===== config.mk =====
export PLATFORM = sky130hd
export DESIGN_NAME = bmp_engine
export DESIGN_NICKNAME = d
export VERILOG_FILES = /design/src/include/bmp_pkg.sv /design/src/core/bmp_crc16.sv /design/src/core/bmp_engine.sv
export SDC_FILE = /design/constraint.sdc
export NUM_CORES = 1
export LEC_CHECK = 0
export BUFFER_PORTS_ARGS = -buffer_cell sky130_fd_sc_hd__buf_2
export CORE_UTILIZATION = 44
export CTS_BUF_LIST = sky130_fd_sc_hd__clkbuf_8
export DETAILED_ROUTE_END_ITERATION = 16
export GPL_TIMING_DRIVEN = 0
export PLACE_DENSITY = 0.71
export SLEW_MARGIN = 20
export SYNTH_ARGS = -nofsm -noshare
export SYNTH_HDL_FRONTEND = slang
export SYNTH_SLANG_ARGS = --single-unit

===== constraint.sdc =====
create_clock -name i_ref_clk -period 4.5 [get_ports i_ref_clk]
set_input_delay 0.675 -clock i_ref_clk [delete_from_list [all_inputs] [get_ports i_ref_clk]]
set_output_delay 0.675 -clock i_ref_clk [all_outputs]
set_load 0.05 [all_outputs]

===== src/include/bmp_pkg.sv =====
package bmp_pkg;
  // Protection information field size, block count and length widths
  localparam int unsigned PI_BYTES      = 8;
  localparam int unsigned BLK_CNT_W     = 16;
  localparam int unsigned LEN_W         = 16;

  // Guard polynomial, zero seed, no reflection, no final inversion
  localparam logic [15:0] CRC_POLY      = 16'h8BB7;
  localparam logic [15:0] CRC_SEED      = 16'h0000;
  localparam logic [15:0] APP_TAG_ESC   = 16'hFFFF;
  localparam logic [31:0] REF_TAG_ESC   = 32'hFFFF_FFFF;

  // Check select bit positions
  localparam int unsigned CHK_GUARD_BIT = 2;
  localparam int unsigned CHK_APP_BIT   = 1;
  localparam int unsigned CHK_REF_BIT   = 0;

  // APB register offsets (byte addresses)
  localparam logic [7:0] OFS_FORMAT     = 8'h00;
  localparam logic [7:0] OFS_CMD        = 8'h04;
  localparam logic [7:0] OFS_APP_TAG    = 8'h08;
  localparam logic [7:0] OFS_REF_TAG    = 8'h0C;
  localparam logic [7:0] OFS_BLKCNT     = 8'h10;
  localparam logic [7:0] OFS_STATUS     = 8'h14;
  localparam logic [7:0] OFS_LAST_GUARD = 8'h18;

  // Format register field positions
  localparam int unsigned FMT_PI_EN     = 0;
  localparam int unsigned FMT_TYPE_LO   = 1;
  localparam int unsigned FMT_PI_FIRST  = 3;
  localparam int unsigned FMT_SEPARATE  = 4;
  localparam int unsigned FMT_DLEN_LO   = 8;
  localparam int unsigned FMT_MLEN_LO   = 20;
  // Command register field positions
  localparam int unsigned CMD_CHK_LO    = 0;
  localparam int unsigned CMD_INSERT    = 3;
  localparam int unsigned CMD_WRITE     = 4;
  localparam int unsigned CMD_START     = 8;

  typedef enum logic [1:0] {
    BMP_PI_NONE  = 2'b00,
    BMP_PI_TYPE1 = 2'b01,
    BMP_PI_TYPE2 = 2'b10,
    BMP_PI_TYPE3 = 2'b11
  } bmp_pi_type_type;

  typedef enum logic [1:0] {
    BMP_IDLE = 2'b00,
    BMP_DATA = 2'b01,
    BMP_META = 2'b10
  } bmp_state_type;

  // Namespace format, fixed at format time
  typedef struct packed {
    logic            pi_en;
    bmp_pi_type_type pi_type;
    logic            pi_first;
    logic            separate;
    logic [11:0]     data_len;
    logic [11:0]     meta_len;
  } bmp_format_type;

  // Per command parameters
  typedef struct packed {
    logic [2:0]  check_select_bits;
    logic        insert_strip_select;
    logic        is_write;
    logic [15:0] expected_app_tag;
    logic [15:0] app_tag_compare_mask;
    logic [31:0] initial_ref_tag;
    logic [15:0] block_count;
  } bmp_cmd_type;

  // Byte stream beat
  typedef struct packed {
    logic       valid;
    logic [7:0] data;
    logic       is_meta;
    logic       last;
  } bmp_beat_type;

  typedef struct packed {
    logic guard_err;
    logic app_err;
    logic ref_err;
  } bmp_err_type;
endpackage


===== src/core/bmp_crc16.sv =====
`timescale 1ns/10ps
`default_nettype none
module bmp_crc16 (
  input  wire logic [15:0] i_crc,
  input  wire logic [7:0]  i_byte,
  output logic      [15:0] o_crc
);
  // One byte of MSB-first CRC per call, unrolled by generate
  logic [15:0] stage [0:8];
  assign stage[0] = i_crc;
  genvar b;
  generate
    for (b = 0; b < 8; b++) begin : g_bit
      logic fb;
      assign fb = stage[b][15] ^ i_byte[7-b];
      assign stage[b+1] = {stage[b][14:0], 1'b0} ^ (fb ? bmp_pkg::CRC_POLY : 16'h0000);
    end
  endgenerate
  assign o_crc = stage[8];
endmodule // bmp_crc16
`default_nettype wire


===== src/core/bmp_engine.sv =====
`timescale 1ns/10ps
`default_nettype none
// Notes on behaviour
// - Extended layout: metadata bytes follow each block's data in one stream.
// - Layout is namespace format state; changes only while idle.
// - Extended layout moves data and metadata through the data pointer stream.
// - Separate layout tags metadata for the metadata pointer stream.
// - One layout per namespace; no mixing within a transfer.
// - Protection info lives inside each block's metadata when enabled.
// - Protection info is the first or last eight metadata bytes.
// - Leading placement: guard covers block data only.
// - Types one, two, three selectable at format, readable back.
// - Guard is a 16-bit CRC over block data.
// - No IP checksum guard option exists.
// - Application tag is opaque except the escape value.
// - Reference tag binds block to address; escape value disables checks.
// - Check bits 2,1,0 enable guard, masked app tag, ref tag checks.
// - Expected ref tag starts at initial value, increments per block.
// - App tag all ones skips checks; type three also needs ref all ones.
// - Insert fills guard with CRC, app tag, computed ref tag.
module bmp_engine (
  input  wire logic                  i_ref_clk,
  input  wire logic                  i_rstn,
  // APB slave
  input  wire logic                  i_psel,
  input  wire logic                  i_penable,
  input  wire logic                  i_pwrite,
  input  wire logic [7:0]            i_paddr,
  input  wire logic [31:0]           i_pwdata,
  output logic      [31:0]           o_prdata,
  output logic                       o_pready,
  output logic                       o_pslverr,
  // Input byte stream
  input  wire bmp_pkg::bmp_beat_type i_in,
  output logic                       o_in_ready,
  // Output byte stream
  output bmp_pkg::bmp_beat_type      o_out,
  output logic                       o_busy,
  output bmp_pkg::bmp_err_type       o_err
);
  ////////////////////////////////////////////////////////////////////////
  typedef struct packed {
    bmp_pkg::bmp_format_type fmt;
    bmp_pkg::bmp_cmd_type    cmd;
    bmp_pkg::bmp_state_type  st;
    logic [11:0]             cnt;
    logic [15:0]             blk;
    logic [15:0]             crc;
    logic [31:0]             ref_tag;
    logic [63:0]             pi;
    logic [15:0]             last_guard;
    bmp_pkg::bmp_err_type    err;
    bmp_pkg::bmp_beat_type   out;
    logic [31:0]             prdata;
    logic                    pready;
    logic                    pslverr;
    logic                    busy;
  } bmp_state_all_type;

  bmp_state_all_type s_reg;
  bmp_state_all_type s_next;
  logic [15:0]       crc_step;
  logic              pi_zone;
  logic [3:0]        pi_idx;
  logic [11:0]       pi_start;
  logic              in_take;
  logic [63:0]       pi_now;
  logic              skip;
  logic [15:0]       ins_byte_sel;

  ////////////////////////////////////////////////////////////////////////
  // Byte-serial guard CRC
  bmp_crc16 u_crc (
    .i_crc  (s_reg.crc),
    .i_byte (i_in.data),
    .o_crc  (crc_step)
  );

  // Where the protection field sits inside metadata
  // Needs at least eight metadata bytes whenever protection is on
  always_comb begin
    pi_start = s_reg.fmt.pi_first ? 12'h000 : s_reg.fmt.meta_len - 12'(bmp_pkg::PI_BYTES);
    pi_zone  = s_reg.fmt.pi_en && (s_reg.st == bmp_pkg::BMP_META)
               && (s_reg.cnt >= pi_start) && (s_reg.cnt < pi_start + 12'(bmp_pkg::PI_BYTES));
    pi_idx   = 4'(s_reg.cnt - pi_start);
  end

  // Accept input only while a command runs; stalls outside frames
  assign in_take    = i_in.valid && (s_reg.st != bmp_pkg::BMP_IDLE);
  assign o_in_ready = s_reg.busy;

  // Protection field including the byte arriving now
  always_comb begin
    pi_now = s_reg.pi;
    if (pi_zone) begin
      pi_now[8'(63 - 8 * pi_idx) -: 8] = i_in.data;
    end
  end

  // Escape values switch all checks off
  always_comb begin
    skip = (pi_now[47:32] == bmp_pkg::APP_TAG_ESC);
    if (s_reg.fmt.pi_type == bmp_pkg::BMP_PI_TYPE3) begin
      skip = skip && (pi_now[31:0] == bmp_pkg::REF_TAG_ESC);
    end
  end

  // Inserted field: guard, app tag, computed ref tag
  always_comb begin
    case (pi_idx)
      4'h0:    ins_byte_sel = {8'h00, s_reg.crc[15:8]};
      4'h1:    ins_byte_sel = {8'h00, s_reg.crc[7:0]};
      4'h2:    ins_byte_sel = {8'h00, s_reg.cmd.expected_app_tag[15:8]};
      4'h3:    ins_byte_sel = {8'h00, s_reg.cmd.expected_app_tag[7:0]};
      4'h4:    ins_byte_sel = {8'h00, s_reg.ref_tag[31:24]};
      4'h5:    ins_byte_sel = {8'h00, s_reg.ref_tag[23:16]};
      4'h6:    ins_byte_sel = {8'h00, s_reg.ref_tag[15:8]};
      default: ins_byte_sel = {8'h00, s_reg.ref_tag[7:0]};
    endcase
  end

  ////////////////////////////////////////////////////////////////////////
  // Next-state logic: APB, stream sequencer, checker
  always_comb begin
    s_next         = s_reg;
    s_next.out     = '0;
    s_next.pready  = 1'b0;
    s_next.pslverr = 1'b0;

    // APB: no wait states, answer in the cycle after setup
    if (i_psel && !i_penable) begin
      s_next.pready = 1'b1;
      s_next.prdata = '0;
      case (i_paddr)
        bmp_pkg::OFS_FORMAT:     s_next.prdata = {s_reg.fmt.meta_len, s_reg.fmt.data_len,
                                                  3'b000, s_reg.fmt.separate, s_reg.fmt.pi_first,
                                                  s_reg.fmt.pi_type, s_reg.fmt.pi_en};
        bmp_pkg::OFS_CMD:        s_next.prdata = {27'h0, s_reg.cmd.is_write,
                                                  s_reg.cmd.insert_strip_select,
                                                  s_reg.cmd.check_select_bits};
        bmp_pkg::OFS_APP_TAG:    s_next.prdata = {s_reg.cmd.app_tag_compare_mask,
                                                  s_reg.cmd.expected_app_tag};
        bmp_pkg::OFS_REF_TAG:    s_next.prdata = s_reg.cmd.initial_ref_tag;
        bmp_pkg::OFS_BLKCNT:     s_next.prdata = {s_reg.blk, s_reg.cmd.block_count};
        bmp_pkg::OFS_STATUS:     s_next.prdata = {28'h0, (s_reg.st != bmp_pkg::BMP_IDLE),
                                                  s_reg.err};
        bmp_pkg::OFS_LAST_GUARD: s_next.prdata = {16'h0, s_reg.last_guard};
        default:                 s_next.pslverr = 1'b1;
      endcase
    end

    // APB writes take effect at the access edge; format only while idle
    if (i_psel && i_penable && s_reg.pready && i_pwrite && !s_reg.pslverr) begin
      // Busy-time format and command writes are dropped with no error; software polls busy first
      case (i_paddr)
        bmp_pkg::OFS_FORMAT: begin
          if (s_reg.st == bmp_pkg::BMP_IDLE) begin
            s_next.fmt.pi_en    = i_pwdata[bmp_pkg::FMT_PI_EN];
            s_next.fmt.pi_type  = bmp_pkg::bmp_pi_type_type'(i_pwdata[bmp_pkg::FMT_TYPE_LO +: 2]);
            s_next.fmt.pi_first = i_pwdata[bmp_pkg::FMT_PI_FIRST];
            s_next.fmt.separate = i_pwdata[bmp_pkg::FMT_SEPARATE];
            s_next.fmt.data_len = i_pwdata[bmp_pkg::FMT_DLEN_LO +: 12];
            s_next.fmt.meta_len = i_pwdata[bmp_pkg::FMT_MLEN_LO +: 12];
          end
        end
        bmp_pkg::OFS_CMD: begin
          if (s_reg.st == bmp_pkg::BMP_IDLE) begin
            s_next.cmd.check_select_bits   = i_pwdata[bmp_pkg::CMD_CHK_LO +: 3];
            s_next.cmd.insert_strip_select = i_pwdata[bmp_pkg::CMD_INSERT];
            s_next.cmd.is_write            = i_pwdata[bmp_pkg::CMD_WRITE];
            if (i_pwdata[bmp_pkg::CMD_START] && s_reg.cmd.block_count != 16'h0000) begin
              s_next.st      = bmp_pkg::BMP_DATA;
              s_next.cnt     = '0;
              s_next.blk     = '0;
              s_next.crc     = bmp_pkg::CRC_SEED;
              s_next.ref_tag = s_reg.cmd.initial_ref_tag;
              s_next.err     = '0;
            end
          end
        end
        bmp_pkg::OFS_APP_TAG: begin
          s_next.cmd.expected_app_tag     = i_pwdata[15:0];
          s_next.cmd.app_tag_compare_mask = i_pwdata[31:16];
        end
        bmp_pkg::OFS_REF_TAG: s_next.cmd.initial_ref_tag = i_pwdata;
        bmp_pkg::OFS_BLKCNT:  s_next.cmd.block_count = i_pwdata[15:0];
        default: ;
      endcase
    end

    // Stream sequencer: data bytes then metadata bytes of each block
    if (in_take) begin
      s_next.out.valid   = 1'b1;
      s_next.out.data    = i_in.data;
      s_next.out.is_meta = (s_reg.st == bmp_pkg::BMP_META) && s_reg.fmt.separate;
      s_next.cnt         = s_reg.cnt + 12'h001;
      // No strip on reads: read bytes pass through as they arrive
      case (s_reg.st)
        bmp_pkg::BMP_DATA: begin
          s_next.crc = crc_step;
          if (s_reg.cnt == s_reg.fmt.data_len - 12'h001) begin
            s_next.cnt = '0;
            s_next.st  = (s_reg.fmt.meta_len != 12'h000) ? bmp_pkg::BMP_META : bmp_pkg::BMP_DATA;
          end
        end
        bmp_pkg::BMP_META: begin
          if (!pi_zone && !s_reg.fmt.pi_first && s_reg.cnt < pi_start) begin
            s_next.crc = crc_step;
          end
          // Leading placement leaves metadata out of the guard
          if (pi_zone) begin
            s_next.pi = pi_now;
            if (s_reg.cmd.insert_strip_select && s_reg.cmd.is_write) begin
              s_next.out.data = ins_byte_sel[7:0];
            end
          end
          if (pi_zone && pi_idx == 4'(bmp_pkg::PI_BYTES - 1) &&
              !(s_reg.cmd.insert_strip_select && s_reg.cmd.is_write) && !skip) begin
            if (s_reg.cmd.check_select_bits[bmp_pkg::CHK_GUARD_BIT] &&
                pi_now[63:48] != s_reg.crc) begin
              s_next.err.guard_err = 1'b1;
            end
            if (s_reg.cmd.check_select_bits[bmp_pkg::CHK_APP_BIT] &&
                ((pi_now[47:32] ^ s_reg.cmd.expected_app_tag) &
                 s_reg.cmd.app_tag_compare_mask) != 16'h0000) begin
              s_next.err.app_err = 1'b1;
            end
            if (s_reg.cmd.check_select_bits[bmp_pkg::CHK_REF_BIT] &&
                pi_now[31:0] != s_reg.ref_tag) begin
              s_next.err.ref_err = 1'b1;
            end
          end
          if (s_reg.cnt == s_reg.fmt.meta_len - 12'h001) begin
            s_next.cnt        = '0;
            s_next.crc        = bmp_pkg::CRC_SEED;
            s_next.last_guard = s_reg.crc;
            s_next.ref_tag    = s_reg.ref_tag + 32'h0000_0001;
            s_next.blk        = s_reg.blk + 16'h0001;
            s_next.st         = bmp_pkg::BMP_DATA;
            s_next.out.last   = (s_reg.blk == s_reg.cmd.block_count - 16'h0001);
            if (s_next.out.last) begin
              s_next.st = bmp_pkg::BMP_IDLE;
            end
          end
        end
        default: s_next.st = bmp_pkg::BMP_IDLE;
      endcase
      // Blocks with no metadata end on their last data byte
      if (s_reg.st == bmp_pkg::BMP_DATA && s_reg.fmt.meta_len == 12'h000 &&
          s_reg.cnt == s_reg.fmt.data_len - 12'h001) begin
        s_next.crc      = bmp_pkg::CRC_SEED;
        s_next.blk      = s_reg.blk + 16'h0001;
        s_next.ref_tag  = s_reg.ref_tag + 32'h0000_0001;
        s_next.out.last = (s_reg.blk == s_reg.cmd.block_count - 16'h0001);
        if (s_next.out.last) begin
          s_next.st = bmp_pkg::BMP_IDLE;
        end
      end
    end
    // Busy kept as its own flop so status outputs need no decode
    s_next.busy = (s_next.st != bmp_pkg::BMP_IDLE);
  end

  ////////////////////////////////////////////////////////////////////////
  // State register
  always_ff @(posedge i_ref_clk or negedge i_rstn) begin
    if (!i_rstn) begin
      s_reg <= '0;
    end else begin
      s_reg <= s_next;
    end
  end

  // Every output straight from the state register
  assign o_prdata  = s_reg.prdata;
  assign o_pready  = s_reg.pready;
  assign o_pslverr = s_reg.pslverr;
  assign o_out     = s_reg.out;
  assign o_err     = s_reg.err;
  assign o_busy    = s_reg.busy;

  ////////////////////////////////////////////////////////////////////////
  // Assertions
  a_ref_tag_step: assert property (@(posedge i_ref_clk) disable iff (!i_rstn)
    (s_reg.st == bmp_pkg::BMP_META && in_take && s_reg.cnt == s_reg.fmt.meta_len - 12'h001)
    |=> s_reg.ref_tag == $past(s_reg.ref_tag) + 32'h0000_0001)
    else $error("ref tag did not step");
  a_format_hold: assert property (@(posedge i_ref_clk) disable iff (!i_rstn)
    (s_reg.st != bmp_pkg::BMP_IDLE) |=> $stable(s_reg.fmt))
    else $error("format changed mid command");
  a_skip_no_err: assert property (@(posedge i_ref_clk) disable iff (!i_rstn)
    (pi_zone && in_take && skip && s_reg.err == '0) |=> s_reg.err == '0)
    else $error("escape block flagged");
  a_guard_cover: assert property (@(posedge i_ref_clk) disable iff (!i_rstn)
    (in_take && pi_zone && s_reg.fmt.pi_first && pi_idx != 4'(bmp_pkg::PI_BYTES - 1))
    |=> $stable(s_reg.crc))
    else $error("guard covered metadata");
  a_app_mask: assert property (@(posedge i_ref_clk) disable iff (!i_rstn)
    (in_take && pi_zone && s_reg.cmd.app_tag_compare_mask == 16'h0000 && !s_reg.err.app_err)
    |=> !s_reg.err.app_err)
    else $error("masked app tag flagged");
  a_insert_guard: assert property (@(posedge i_ref_clk) disable iff (!i_rstn)
    (in_take && pi_zone && pi_idx == 4'h0 && s_reg.cmd.insert_strip_select && s_reg.cmd.is_write)
    |=> o_out.data == $past(s_reg.crc[15:8]))
    else $error("inserted guard wrong");
  a_meta_route: assert property (@(posedge i_ref_clk) disable iff (!i_rstn)
    (in_take && s_reg.st == bmp_pkg::BMP_DATA) |=> !o_out.is_meta)
    else $error("data routed as metadata");
  a_echo_out: assert property (@(posedge i_ref_clk) disable iff (!i_rstn)
    in_take |=> o_out.valid)
    else $error("beat lost");
  // Checks that must fire on the last protection byte of a block, then insert, reseed, end-of-command and APB checks
  a_guard_flag: assert property (@(posedge i_ref_clk) disable iff (!i_rstn)
    (in_take && pi_zone && pi_idx == 4'(bmp_pkg::PI_BYTES - 1) && !skip
     && !(s_reg.cmd.insert_strip_select && s_reg.cmd.is_write)
     && s_reg.cmd.check_select_bits[bmp_pkg::CHK_GUARD_BIT] && pi_now[63:48] != s_reg.crc)
    |=> o_err.guard_err)
    else $error("guard mismatch not flagged");
  a_ref_flag: assert property (@(posedge i_ref_clk) disable iff (!i_rstn)
    (in_take && pi_zone && pi_idx == 4'(bmp_pkg::PI_BYTES - 1) && !skip
     && !(s_reg.cmd.insert_strip_select && s_reg.cmd.is_write)
     && s_reg.cmd.check_select_bits[bmp_pkg::CHK_REF_BIT] && pi_now[31:0] != s_reg.ref_tag)
    |=> o_err.ref_err)
    else $error("ref tag mismatch not flagged");
  a_insert_app: assert property (@(posedge i_ref_clk) disable iff (!i_rstn)
    (in_take && pi_zone && pi_idx == 4'h2 && s_reg.cmd.insert_strip_select && s_reg.cmd.is_write)
    |=> o_out.data == $past(s_reg.cmd.expected_app_tag[15:8]))
    else $error("inserted app tag wrong");
  a_seed_block: assert property (@(posedge i_ref_clk) disable iff (!i_rstn)
    (in_take && s_reg.st == bmp_pkg::BMP_META && s_reg.cnt == s_reg.fmt.meta_len - 12'h001)
    |=> s_reg.crc == bmp_pkg::CRC_SEED)
    else $error("guard not reseeded");
  a_last_idle: assert property (@(posedge i_ref_clk) disable iff (!i_rstn)
    o_out.last |-> !o_busy)
    else $error("busy after last byte");
  a_apb_answer: assert property (@(posedge i_ref_clk) disable iff (!i_rstn)
    (i_psel && !i_penable) |=> o_pready)
    else $error("no answer after setup");
  a_unmapped_err: assert property (@(posedge i_ref_clk) disable iff (!i_rstn)
    (i_psel && !i_penable && i_paddr > bmp_pkg::OFS_LAST_GUARD) |=> o_pslverr)
    else $error("unmapped access not refused");
endmodule // bmp_engine
`default_nettype wire


==> key figures <==
Worst setup path
  – CP top delay family: compound AO/OA/AOI/OAI gates
  – Worst-case reg-to-reg path depth: 21
  – Critical Path Max Stage Delay: 0.52 ns
  – Crit path max-delay cell type: or4b_4
  – Kind of end point of the critical path: register
  – Worst-path cell chain: inv_4 -> ha_4 -> or4b_4 -> or3_4 -> a21oi_4 -> nand3_2 -> xnor2_1 -> ha_1 -> nand2_2 -> a211o_1 -> a31o_4 -> o211a_1 -> buf_4 -> clkbuf_8 -> buf_4 -> a21o_1 -> a2bb2o_4 -> a2111oi_4 -> o21ai_2 -> nand3_2 -> a2bb2oi_2
  – Worst Setup EP: o_err[0]$_DFF_PN0_
  – Critical path launch point: s_reg[295]$_DFFE_PN0P_
  – R2r startpoint: s_reg[295]$_DFFE_PN0P_
  – FF-to-FF setup slack: -0.26 ns
  – Crit-path max FO: 7
  – Worst reg2reg path endpoint: o_err[0]$_DFF_PN0_
  – Worst path bufs/invs: 4
  – Startpoint Class: register
  – CP Class: register to register
  – Worst EP arrival: roughly 5.3 ns
  – WP depth: 21
  – Required time worst endpoint: ~5.0 ns

Yosys
  – Multiplexer share of the synthesized area: 0.0879
  – Post-Synth Simple-Gate Area: 0.166
  – Ys flop type: dfrtp_1
  – Compound-Gate Fraction of Synth Area: 0.178
  – Post-Synth XOR/XNOR Area: 0.0773
  – Synth Warn #: 0
  – Register bit total from synthesis: 321
  – Syn Nets: 2,196
  – Syn Inst Count: about 2,100
  – Post-synthesis adder-cell area fraction: 0.0221
  – Synth unique cells: 87
  – Synthesized area: around 20,000 um^2
  – Sequential cell area fraction in the yosys report: 0.410
  – Syn avg cell area: 9.30 um^2
  – Main combinational cell family by area after synthesis: compound AO/OA/AOI/OAI gates
  – Ys async rst share: 1.00
  – Post-synth EDFFs: 0

CTS
  – Worst-skew pair later-pin latency: 0.69 ns
  – Reg clk slew, reported paths: 0.06 ns
  – CTS Buf Count: 57
  – Bufs on Longest Clock Path: 3
  – Clock sink count: ~320
  – Clock Root Buffer: clkbuf_8
  – Max H-tree Level: 2
  – CTS tree: done

Floorplanning
  – Initial Util: 0.450
  – Die Span Y: 213 um
  – Die boundary width: 213 um
  – Rows: 76
  – Num ports: between 100 and 150
  – Floorplan Core Area: ~43,000 um^2
  – Area of the die: around 45,000 um^2

Place
  – IO Port Bufs: ~100
  – Final HPWL DP: 58,300 um
  – GP Congestion: around 1.0
  – Placed cell area: 21,000 um^2

Power
  – Leakage Power: ~10 nW
  – Tot Pwr: between 6 and 7 mW
  – Power density over the cells: between 200 and 300 nW/um^2
  – Peak VDD IR: 0.208 mV

STA
  – Measured slew at the worst slew-check pin: about 1.0 ns
  – Clock skew: between 0.03 and 0.04 ns
  – RSZ-0062 raised after global routing: yes
  – Final Hold Vio Count: 0
  – Slew headroom: 0.318
  – Post-route setup slack: -0.259 ns
  – Worst hold slack: 0.260 ns
  – Fmax: about 0.21 GHz
  – Final Slew Violations: 0
  – # setup viols final: 19
  – Final worst path period need: roughly 4.8 ns
  – Final Cycle Share: 1.06

Layout
  – Post-route cell area: approximately 23,000 um^2
  – Fill cells: roughly 4,000
  – Multi-input gate area in the final layout: approximately 11,000 um^2
  – Number of flip-flops in the largest register: around 270
  – Ratio of cells with drive above 1 in the final layout: 0.232
  – Layout Nets: 2,392
  – Register area: 8040 um^2
  – Layout Area Growth over Synthesis: 17.9%

Hold path
  – Min-delay worst type: input pin to register
  – Hold Path Depth: 2
  – Worst Hold Launch: i_pwdata[6]

Detailed routing
  – Post-detailed-routing wire length: between 70,000 and 80,000 um
  – Post-route ant nets: 0
  – DR iter-0 viols: 2,311
  – First-pass DRT Iterations: 9
  – Drt wl/cell: 26.5 um
  – Via/cell ratio: around 6.3
  – DRC: 0
  – Detailed-route via count: between 15,000 and 20,000

Global route
  – Vias in the first global route: between 15,000 and 20,000
  – Largest net degree at the start of global routing: 83
  – Initial antenna violation count: 1
  – Grt total ovfl: 0
  – First-pass GRT wire length: about 110,000 um
  – GRT Util Overall: 0.343

Run status
  – Outcome: finished with violations
  – Failing checks: negative setup slack

Flow run
  – Max-cap viol count: 0
[worst register-to-register path, cell delays in order (launching register included)]
cell	delay (ns)
dfrtp_2	0.43
inv_4	0.07
ha_4	0.14
or4b_4	0.52
or3_4	0.36
a21oi_4	0.21
nand3_2	0.10
xnor2_1	0.14
ha_1	0.31
nand2_2	0.07
a211o_1	0.25
a31o_4	0.24
o211a_1	0.17
buf_4	0.16
clkbuf_8	0.15
buf_4	0.14
a21o_1	0.16
a2bb2o_4	0.23
a2111oi_4	0.43
o21ai_2	0.15
nand3_2	0.12
a2bb2oi_2	0.08
[routing by layer]
layer | track usage | part of all wire | up-vias
li1 | - | - | 7998
met1 | 0.474 | 0.41 | 9110
met2 | 0.512 | 0.43 | 1231
met3 | 0.0528 | 0.10 | 274
met4 | 0.192 | 0.062 | 0
met5 | 0 | 0 | -
[cells in the mapped netlist, types with 6 or more instances]
cell / n / area, um^2
dfrtp_1: 321 / 8030
nand2_1: 222 / 833
o21ai_0: 143 / 716
nor2_1: 136 / 510
mux2_2: 133 / 1500
clkbuf_1: 103 / 387
xnor2_1: 98 / 858
a21oi_1: 74 / 370
xor2_1: 73 / 639
nand3_1: 72 / 360
inv_1: 69 / 259
buf_4: 48 / 360
a31oi_1: 47 / 294
nor3_1: 39 / 195
a22oi_1: 38 / 285
nand4_1: 34 / 213
ha_1: 33 / 413
a222oi_1: 29 / 290
and3_1: 25 / 156
a22o_1: 23 / 201
o22ai_1: 23 / 144
mux2i_1: 20 / 200
a221oi_1: 19 / 166
nand2b_1: 19 / 119
a211oi_1: 18 / 135
buf_1: 17 / 63.8
nor4_1: 16 / 100
nor2b_1: 15 / 93.8
buf_2: 14 / 70.1
or3_1: 11 / 68.8
and2_1: 10 / 62.6
o211ai_1: 10 / 75.1
or2_2: 10 / 62.6
or4_1: 10 / 75.1
nand3b_1: 9 / 67.6
o31ai_1: 9 / 67.6
nor3b_1: 8 / 60.1
a2111oi_0: 7 / 61.3
a21boi_0: 6 / 45.0
a21o_1: 6 / 45.0
a221o_1: 6 / 60.1
nor3_2: 6 / 60.1
[worst min path at each step]
| stage | end | slack [ns] |
|---|---|---|
| 2_1_floorplan | o_busy$_DFF_PN0_ | 0.38 |
| 3_3_place_gp | s_reg[117]$_DFFE_PN0P_ | 0.47 |
| 3_5_place_dp | s_reg[117]$_DFFE_PN0P_ | 0.48 |
| 4_1_cts | s_reg[277]$_DFFE_PN0P_ | 0.23 |
| 5_1_grt | s_reg[277]$_DFFE_PN0P_ | 0.26 |
| 6_report | s_reg[277]$_DFFE_PN0P_ | 0.26 |
[final cells by class]
class                   instances  share of cell area
multi-input cells            1533               0.469
repair buffers                143              0.0414
clock inverters                29              0.0106
flip-flops and latches        321               0.348
diodes                          1            0.000108
well taps                     585              0.0317
inverters                      69              0.0113
clock buffers                  77              0.0459
plain buffers                 177              0.0419
[placed cells by master, fill, tap and decap left out, drive strengths merged, types with 25 or more instances in the layout]
cell type,instances
and3,25
a31oi,47
nand2,224
a22oi,38
a222oi,29
o21ai,146
mux2,133
nor3,46
dfrtp,321
nor2,136
inv,86
xor2,74
buf,228
ha,33
nand4,35
a21oi,74
clkbuf,168
nand3,72
xnor2,98
[logic make-up (layout without fill, tap and decap cells)]
family / Yosys count / count (layout)
buffers and inverters: 252 / 495
AND/OR/NAND/NOR: 662 / 662
multiplexers: 154 / 154
flip-flops: 321 / 321
XOR/XNOR: 172 / 172
other: 0 / 1
adder cells (fa/ha/maj): 34 / 34
AO/OA/AOI/OAI: 511 / 511
[through the flow]
| stage | setup TNS, ns | worst slack (ns) | util | std cells |
|---|---|---|---|---|
| 2_1_floorplan | 0 | 0.0383 | - | 2106 |
| 3_3_place_gp | -1168.42 | -3.34 | 0.480 | 2794 |
| 3_5_place_dp | -103.87 | -1.53 | 0.484 | 2800 |
| 4_1_cts | -0.537 | -0.151 | 0.527 | 2931 |
| 5_1_grt | -3.94 | -0.341 | 0.531 | 2934 |
| 6_report | -1.40 | -0.259 | 0.531 | 2935 |
[power by group]
| part | total [mW] | switching (mW) | leakage (nW) | internal (mW) |
|---|---|---|---|---|
| logic | 0.685 | 0.466 | 5.17 | 0.219 |
| registers | 2.97 | 0.0405 | 4.32 | 2.93 |
| clock network | 3.10 | 1.35 | 0.720 | 1.75 |
| total | 6.76 | 1.85 | 10.2 | 4.90 |
[timing repair]
item | in CTS | in global routing
endpoints found under the setup margin | 91 | 97
hold buffers | 1 | 0
cloned | 1 | 1
setup buffers | 28 | 3
resized for setup | 78 | 66
endpoints found under the hold margin | 59 | 0
pin swaps | 22 | 18
Note: power is estimated with default switching activity, not from simulation.
